## config.mk

```make
export PLATFORM = sky130hd
export DESIGN_NAME = ref_sample_lock_ctrl
export DESIGN_NICKNAME = d
export VERILOG_FILES = /design/src/hw/ref_ctrl_pkg.sv /design/src/hw/ref_sample_lock_ctrl.sv
export SDC_FILE = /design/constraint.sdc
export NUM_CORES = 1
export LEC_CHECK = 0
export ABC_AREA = 0
export BUFFER_PORTS_ARGS = -buffer_cell sky130_fd_sc_hd__buf_4
export CAP_MARGIN = 0
export CORE_UTILIZATION = 55
export DETAILED_ROUTE_END_ITERATION = 8
export HOLD_SLACK_MARGIN = 0.15
export PLACE_DENSITY = 0.78
export SLEW_MARGIN = 20
export SYNTH_ARGS = -nofsm -noshare
export SYNTH_HDL_FRONTEND = slang
export SYNTH_SLANG_ARGS = --single-unit
export TNS_END_PERCENT = 50
```

## constraint.sdc

```tcl
create_clock -name clk -period 2.25 [get_ports clk]
set_input_delay 0.675 -clock clk [delete_from_list [all_inputs] [get_ports clk]]
set_output_delay 0.675 -clock clk [all_outputs]
set_load 0.02 [all_outputs]
```

## src/hw/ref_ctrl_pkg.sv

```systemverilog
/*
  Constants, register map and carrier types for the reference sample and lock control.
  Assumes a byte-wide register port and a 100 MHz clock; the slow oscillator arrives as a level input.
*/
package ref_ctrl_pkg;
  localparam logic [1:0] ADDR_CAL_NOMINAL = 2'h0;
  localparam logic [1:0] ADDR_CAL_LINEAR = 2'h1;
  localparam logic [1:0] ADDR_SAMPLE_CONTROL = 2'h2;
  localparam logic [1:0] ADDR_LOCK = 2'h3;
  localparam int LOCK_ENABLE_POS = 1;
  localparam int LOCK_BIT_POS = 0;
  localparam logic [7:0] CAL_RESET = 8'h00;
  localparam logic [2:0] SAMPLE_CONFIG_RESET = 3'h0;
  localparam logic [2:0] CODE_CONTINUOUS = 3'h0;
  localparam logic [2:0] CODE_OFF = 3'h7;
  localparam int CLK_MHZ = 100;
  localparam int GUARD_SLOW_CYCLES = 3;
  localparam int GUARD_CPU_CYCLES = 3;
  localparam int LOCK_WINDOW_CYCLES = 4;
  // slow oscillator periods in 1 ms; plain default
  localparam int SLOW_PER_MS = 32;
  localparam int ON_PULSE_SLOW_CYCLES = 2;
  localparam int OFF_COUNT_WIDTH = 11;

  typedef struct packed {
    logic [1:0] addr;
    logic [7:0] wdata;
    logic write;
    logic read;
  } reg_req_s;

  typedef struct packed {
    logic coreEnable;
    logic bufferEnable;
  } ref_enable_s;
endpackage

```

## src/hw/ref_sample_lock_ctrl.sv

```systemverilog
/*
  Reference sample-mode sequencer, calibration registers and lock sequence.
  Assumes slowOsc is a free-running level synchronous-enough to sample with two flops,
  powerDownSleep is high only in power-down sleep, and porReset is the power-on reset.
*/
`timescale 1ns/100ps
`default_nettype none
module ref_sample_lock_ctrl (
  // clock and resets
  input wire logic clk,
  input wire logic reset,
  input wire logic porReset,
  // factory trim values
  input wire logic [7:0] factoryNominal,
  input wire logic [7:0] factoryLinear,
  // register port
  input wire ref_ctrl_pkg::reg_req_s regReq,
  output logic [7:0] rdata,
  // power state and slow oscillator
  input wire logic powerDownSleep,
  input wire logic slowOsc,
  // analog enables and status
  output ref_ctrl_pkg::ref_enable_s refEnable,
  output logic guardBusy,
  output logic locked
);
  typedef enum logic [2:0] {
    ST_ON = 3'b001,
    ST_PULSE = 3'b010,
    ST_OFF = 3'b100
  } sample_state_e;

  localparam int OFF_WIDTH = ref_ctrl_pkg::OFF_COUNT_WIDTH;

  function automatic logic [OFF_WIDTH-1:0] offCount(input logic [2:0] code);
    offCount = OFF_WIDTH'(ref_ctrl_pkg::SLOW_PER_MS) << (code - 3'h1);
  endfunction

  logic [7:0] nominalTrim;
  logic [7:0] linearTrim;
  logic [2:0] sampleConfig;
  logic lockEnable;
  logic lockBit;
  logic [2:0] lockWindow;
  logic [1:0] guardSlow;
  logic [1:0] guardCpu;
  logic slowMeta;
  logic slowSync;
  logic slowPrev;
  logic slowTick;
  logic [OFF_WIDTH-1:0] offCounter;
  sample_state_e state;
  logic wrNominal;
  logic wrLinear;
  logic wrControl;
  logic wrLock;
  logic writeOk;

  assign writeOk = regReq.write && !locked;
  assign wrNominal = writeOk && regReq.addr == ref_ctrl_pkg::ADDR_CAL_NOMINAL;
  assign wrLinear = writeOk && regReq.addr == ref_ctrl_pkg::ADDR_CAL_LINEAR;
  // a write during the guard period is dropped, not queued
  assign wrControl = writeOk && !guardBusy && regReq.addr == ref_ctrl_pkg::ADDR_SAMPLE_CONTROL;
  assign wrLock = regReq.write && regReq.addr == ref_ctrl_pkg::ADDR_LOCK;
  assign slowTick = slowSync && !slowPrev;

  // trims do not survive chip reset; only power-on clears, chip reset reloads factory values
  always_ff @(posedge clk) begin
    if (porReset) begin
      nominalTrim <= ref_ctrl_pkg::CAL_RESET;
      linearTrim <= ref_ctrl_pkg::CAL_RESET;
    end else if (reset) begin
      nominalTrim <= factoryNominal;
      linearTrim <= factoryLinear;
    end else begin
      if (wrNominal) begin
        nominalTrim <= regReq.wdata;
      end
      if (wrLinear) begin
        linearTrim <= regReq.wdata;
      end
    end
  end

  always_ff @(posedge clk) begin
    if (reset) begin
      sampleConfig <= ref_ctrl_pkg::SAMPLE_CONFIG_RESET;
    end else if (wrControl) begin
      sampleConfig <= regReq.wdata[2:0];
    end
  end

  // guard: three slow edges, then three cpu cycles
  always_ff @(posedge clk) begin
    if (reset) begin
      guardSlow <= 2'h0;
      guardCpu <= 2'h0;
      guardBusy <= 1'b0;
    end else if (wrControl) begin
      guardSlow <= 2'(ref_ctrl_pkg::GUARD_SLOW_CYCLES);
      guardCpu <= 2'(ref_ctrl_pkg::GUARD_CPU_CYCLES);
      guardBusy <= 1'b1;
    end else if (guardSlow != 2'h0) begin
      if (slowTick) begin
        guardSlow <= guardSlow - 2'h1;
      end
    end else if (guardCpu != 2'h0) begin
      guardCpu <= guardCpu - 2'h1;
      guardBusy <= guardCpu != 2'h1;
    end
  end

  // lock sequence; both bits read back as last written while unlocked
  always_ff @(posedge clk) begin
    if (reset) begin
      lockEnable <= 1'b0;
      lockBit <= 1'b0;
      lockWindow <= 3'h0;
      locked <= 1'b0;
    end else begin
      if (lockWindow != 3'h0) begin
        lockWindow <= lockWindow - 3'h1;
      end
      if (wrLock && !locked) begin
        lockEnable <= regReq.wdata[ref_ctrl_pkg::LOCK_ENABLE_POS];
        lockBit <= regReq.wdata[ref_ctrl_pkg::LOCK_BIT_POS];
        if (regReq.wdata[1:0] == 2'b11) begin
          lockWindow <= 3'(ref_ctrl_pkg::LOCK_WINDOW_CYCLES);
        end else if (regReq.wdata[1:0] == 2'b01 && lockWindow != 3'h0) begin
          locked <= 1'b1;
          lockWindow <= 3'h0;
        end else begin
          lockWindow <= 3'h0;
        end
      end
    end
  end

  always_ff @(posedge clk) begin
    if (reset) begin
      slowMeta <= 1'b0;
      slowSync <= 1'b0;
      slowPrev <= 1'b0;
    end else begin
      slowMeta <= slowOsc;
      slowSync <= slowMeta;
      slowPrev <= slowSync;
    end
  end

  // sequencer; leaving power-down returns straight to continuous
  always_ff @(posedge clk) begin
    if (reset) begin
      state <= ST_ON;
      offCounter <= '0;
    end else if (!powerDownSleep || sampleConfig == ref_ctrl_pkg::CODE_CONTINUOUS) begin
      state <= ST_ON;
      offCounter <= '0;
    end else if (sampleConfig == ref_ctrl_pkg::CODE_OFF) begin
      state <= ST_OFF;
      offCounter <= '0;
    end else begin
      case (state)
        ST_ON: begin
          state <= ST_OFF;
          offCounter <= offCount(sampleConfig);
        end
        ST_OFF: begin
          if (slowTick) begin
            if (offCounter <= OFF_WIDTH'(1)) begin
              state <= ST_PULSE;
              offCounter <= OFF_WIDTH'(ref_ctrl_pkg::ON_PULSE_SLOW_CYCLES);
            end else begin
              offCounter <= offCounter - OFF_WIDTH'(1);
            end
          end
        end
        ST_PULSE: begin
          if (slowTick) begin
            if (offCounter <= OFF_WIDTH'(1)) begin
              state <= ST_OFF;
              offCounter <= offCount(sampleConfig);
            end else begin
              offCounter <= offCounter - OFF_WIDTH'(1);
            end
          end
        end
        default: begin
          state <= ST_ON;
          offCounter <= '0;
        end
      endcase
    end
  end

  always_ff @(posedge clk) begin
    if (reset) begin
      refEnable <= '{coreEnable: 1'b1, bufferEnable: 1'b1};
    end else begin
      refEnable.coreEnable <= state != ST_OFF;
      refEnable.bufferEnable <= state != ST_OFF;
    end
  end

  always_ff @(posedge clk) begin
    if (reset) begin
      rdata <= 8'h00;
    end else if (regReq.read) begin
      case (regReq.addr)
        ref_ctrl_pkg::ADDR_CAL_NOMINAL: rdata <= nominalTrim;
        ref_ctrl_pkg::ADDR_CAL_LINEAR: rdata <= linearTrim;
        ref_ctrl_pkg::ADDR_SAMPLE_CONTROL: rdata <= {5'h00, sampleConfig};
        ref_ctrl_pkg::ADDR_LOCK: rdata <= {6'h00, lockEnable, lockBit};
        default: rdata <= 8'h00;
      endcase
    end else begin
      rdata <= 8'h00;
    end
  end
endmodule
`default_nettype wire

```

# Word level (Yosys, flattened, before mapping)
# Cells that the tools add are included.
# classes
reduce_logical	34
bitwise	2
n_mux	28
eq_ne	20
shift	1
div_mod_pow	0
multipliers	0
magnitude_cmp	1
n_addsub	5
# op_table
cell	n
11-bit 2-to-1 mux	4
11-bit one-hot mux with 3 select lines	1
8-bit 2-to-1 mux	4
8-bit one-hot mux with 4 select lines	1
3-bit 2-to-1 mux	8
2-bit nonzero test	8
3-bit != test, second input constant	5
2-bit 2-to-1 mux	6
11-bit by 1-bit <= comparator with 1-bit output, second input constant	1
6-bit by 3-bit << shifter with 11-bit output, first input constant	1
11-bit by 1-bit subtractor with 11-bit output, second input constant	1
2-bit != test, second input constant	5
1-bit logical AND	9
3-bit one-hot mux with 3 select lines	1
4-bit AND reduction	2
2-bit == test, second input constant	3
3-bit == test, second input constant	2
2-bit AND reduction	3
3-bit by 1-bit subtractor with 3-bit output, second input constant	2
2-bit by 1-bit == test with 1-bit output, second input constant	2
1-bit zero test	4
2-bit OR reduction	2
2-bit by 1-bit subtractor with 2-bit output, second input constant	2
3-bit by 1-bit == test with 1-bit output, second input constant	1
other kinds (10)	13
# word_totals
memories	0
ff_bits	56
ram_bits	0
in_bits	33
latch_bits	0
rom_bits	0

# Logic depth before layout (Yosys ltp)
# logic_depth
depth_word	6
mapped_depth	7
mapped_depth_nobuf	7

# Worst setup path after synthesis
# Ideal clock, no wire load.
# synth_timing
path_type	input -> register
startpoint	input port regReq[11] (netlist bit)
endpoint	register nominalTrim[0]
setup_slack_ps	275
path_stages	5
arrival_time_ps	1848
path_buffers	1
path_cell_list	clkbuf_1 > nor3_2 > mux2_2 > mux2i_1 > nor2_1
# synth_via
elab_chain_len	3
# synth_rtl
item	line	text
start, declared	ref_sample_lock_ctrl.sv:17	input wire ref_ctrl_pkg::reg_req_s regReq,
2-bit zero test	ref_sample_lock_ctrl.sv:60	assign wrNominal = writeOk && regReq.addr == ref_ctrl_pkg::ADDR_CAL_NOMINAL;
1-bit logical AND	ref_sample_lock_ctrl.sv:60	
2-bit nonzero test (no line)	--	
end signal, assigned	ref_sample_lock_ctrl.sv:70	nominalTrim <= ref_ctrl_pkg::CAL_RESET;
end signal, assigned	ref_sample_lock_ctrl.sv:73	nominalTrim <= factoryNominal;
end signal, assigned	ref_sample_lock_ctrl.sv:77	nominalTrim <= regReq.wdata;
end, declared	ref_sample_lock_ctrl.sv:39	logic [7:0] nominalTrim;
# No other way between the ends.
# A chain may end at the register's enable or synchronous reset.

# Final worst setup path
# layout_timing
startpoint	register offCounter[8]
endpoint	register state[2]
# layout_via
elab_chain_len	3
word_cells_on_any_way	4
# layout_rtl
item	line	text
start, declared	ref_sample_lock_ctrl.sv:51	logic [OFF_WIDTH-1:0] offCounter;
start signal, assigned	ref_sample_lock_ctrl.sv:166	offCounter <= offCount(sampleConfig);
start signal, assigned	ref_sample_lock_ctrl.sv:172	offCounter <= OFF_WIDTH'(ref_ctrl_pkg::ON_PULSE_SLOW_CYCLES);
start signal, assigned	ref_sample_lock_ctrl.sv:174	offCounter <= offCounter - OFF_WIDTH'(1);
11-bit by 1-bit <= comparator with 1-bit output (*)	ref_sample_lock_ctrl.sv:170, ref_sample_lock_ctrl.sv:180	
3-bit != test (no line)	--	
4-bit AND reduction (no line) (*)	--	
end signal, assigned	ref_sample_lock_ctrl.sv:171	state <= ST_PULSE;
end signal, assigned	ref_sample_lock_ctrl.sv:181	state <= ST_OFF;
end signal, assigned	ref_sample_lock_ctrl.sv:189	state <= ST_ON;
end, declared	ref_sample_lock_ctrl.sv:52	sample_state_e state;
# Every way passes the cells marked *; elsewhere a longest branch is shown, timed or not.

==> flow_summary.ini <==
[status]
outcome = completed

[global_routing]
antenna_found_initial = 0
grt_pass1_vias = 2163
track_usage_pct = 23.7
grt_pass1_wl_um = 9870
grt_max_degree = 24
grt_overflow = 0

[timing]
setup_viol = 0
hold-worst-slack_ps = 447
worstMarginPinSlew_ps = 572
slew_headroom_pct = 61.5
fmaxAchievable_mhz = 505
grt_setup_unrepaired = false
fin_worst_skew_ps = 2.67
fin_crit_ps = 1980
period_share_pct = 88.1
finalHoldViolations = 0
fin_setup_tns_ps = 0
drv_slew = 0

[critical_path]
slowest_delay_ps = 520
cp-end-kind = flip-flop
cp.required_ps = 2460
crit_type = flip-flop to flip-flop
crit_arrival_ps = 2190
crit_slowest_cell = nor3_1
path_cells = nor3_1, o2111ai_4, o21ai_1, or4b_1, o31ai_1
cp_max_fo = 10
crit_path_start_kind = flip-flop
reg2reg_slack_ps = 270

[cts]
cts_buffers = 5
htreeDepth = 2
clockRootBuffer = clkbuf_8
clk_pin_slew_ps = 90
cts_tree = yes
clock_latency_ps = 300
cts-resized-gates = 0
cts_sinks = 56
clockBufferDepth = 2
post_cts_buffers = 0
hold_buffers = 0

[placement]
port_buffers = 44
place.gp.congestion = 0.819
dp_hpwl_um = 4370
placed_cell_area_mm2 = 0.00323

[layout]
final.fill_count = 400
layout-drive-gt1-share_pct = 19.8
regArea_mm2 = 0.00112
fin_nets = 399
post-route-util_pct = 69.2
final_area_mm2 = 0.00333
synthToLayoutAreaGrowth_pct = 18.1
final_common_cell = nor2_1
antenna_cells = 0
mostFrequentLayoutCells = 59 x nor2_1, 56 x dfxtp_1, 51 x buf_4
multi_input_area_mm2 = 0.00159

[logic_synthesis]
ys_async_sr_fraction_pct = 0
synth_edf_count = 0
synth_ff_type = dfxtp_1
yosys.area_share.simple_pct = 22.5
yosys_warnings = 0
synth_top_family_by_area = simple AND/OR/NAND/NOR gates
synth.distinct_cells = 53
synth_area_mm2 = 0.00282
ys_seq_area_share_pct = 39.7
synthAdderAreaFrac_pct = 3.55
ys_ff_latch = 56
synth-xor-area-share_pct = 3.41
syn_inst = 316
syn-num-nets = 357
synth_mux_area_share_pct = 14.3
synth_compound_area_share_pct = 12.3
synth_area_per_cell_um2 = 8.93

[detailed_routing]
via_per_inst = 5.51
vias = 2349
first_pass_iters = 4
wl_per_cell_um = 13.6
ant_nets = 0
post-route-drc-count = 0
route.final.wire_length_um = 5810
drtIter0Drc = 125

[floorplan]
num_rows = 25
die_y_um = 73.6
die_width_um = 73.6
core_area_mm2 = 0.00482
io_pins = 45
start_util_pct = 58.6
dieArea_mm2 = 0.00542

[pwr]
ir_drop_mv = 0.484
power.leakage_nw = 1.39
power.density_mw_per_mm2 = 689
totalPowerFinal_mw = 2.30

[hold_path]
hp-class = flip-flop to flip-flop

[run]
cap_violations = 0
==> metrics by stage <==
stage               worst slack, ps  cells
floorplan                       275    316
global placement                298    418
detailed placement              261    418
CTS                             286    426
global route                    160    426
finish                          268    426
==> metal layers <==
| layer | part of all wire (%) | track usage (%) |
|---|---|---|
| met1 | 47 | 32.2 |
| met5 | 0 | 0 |
| met2 | 46 | 37.8 |
| met3 | 5.2 | 4.66 |
| met4 | 1.6 | 7.48 |
==> critical path: cells and delay by family (launching register included) <==
family / cells / cell delay (ps)
AOI/OAI and AO/OA: 3 / 560
DFF: 1 / 370
and+or+nand+nor: 2 / 960
==> synthesized netlist by cell type (all sizes together) (3+ instances only) <==
cell type	number	area share, %
xor2	4	1.2
mux2	7	2.8
mux2i	28	9.9
nor2b	9	2.0
xnor2	7	2.2
o22ai	3	0.67
or3	3	0.67
o21ai	11	2.0
nand2	9	1.2
nand3	4	0.71
dfxtp	56	40
clkbuf	8	1.1
nor4	3	1.2
nand2b	11	2.4
nor3	7	1.4
nand3b	3	0.80
ha	8	3.5
inv	13	1.7
a21oi	20	3.5
buf	8	1.4
nor2	59	7.8
==> sequential cells by signal, indices dropped and copies added, names as in the netlist, 2 cells and up <==
signal and count:
sampleConfig 3, linearTrim 8, lockWindow 3, state 3
guardCpu 2, offCounter 11, nominalTrim 8, guardSlow 2
rdata 8
==> cells by family (layout without fill, tap and decap cells) <==
logic type      count (synthesis)  in the layout
compound gates                 53             53
xor+xnor                       11             11
fa+ha+maj                       8              8
buf+inv                        29             72
flops                          56             56
mux                            37             37
simple gates                  122            122
==> report_power, final <==
part           switching, mW  internal (mW)
sequential            0.0585           1.08
clock                  0.312          0.331
combinational          0.268          0.251
total                  0.638           1.66
==> final cells by class <==
class	count	share of cell area, %
clock buffer	6	2.18
clock inverter	2	1.05
inverter	13	1.46
multi-input combinational	231	47.7
sequential	56	33.6
tap	67	2.52
timing repair buffer	51	11.5
==> final timing paths <==
path,start,to,depth (start not counted)
setup / recovery,offCounter[8],state[2],5
hold / removal,slowMeta,slowSync,1
setup reg to reg,offCounter[8],state[2],5
hold reg to reg,slowMeta,slowSync,1
Power figures use the tool's default switching activity.
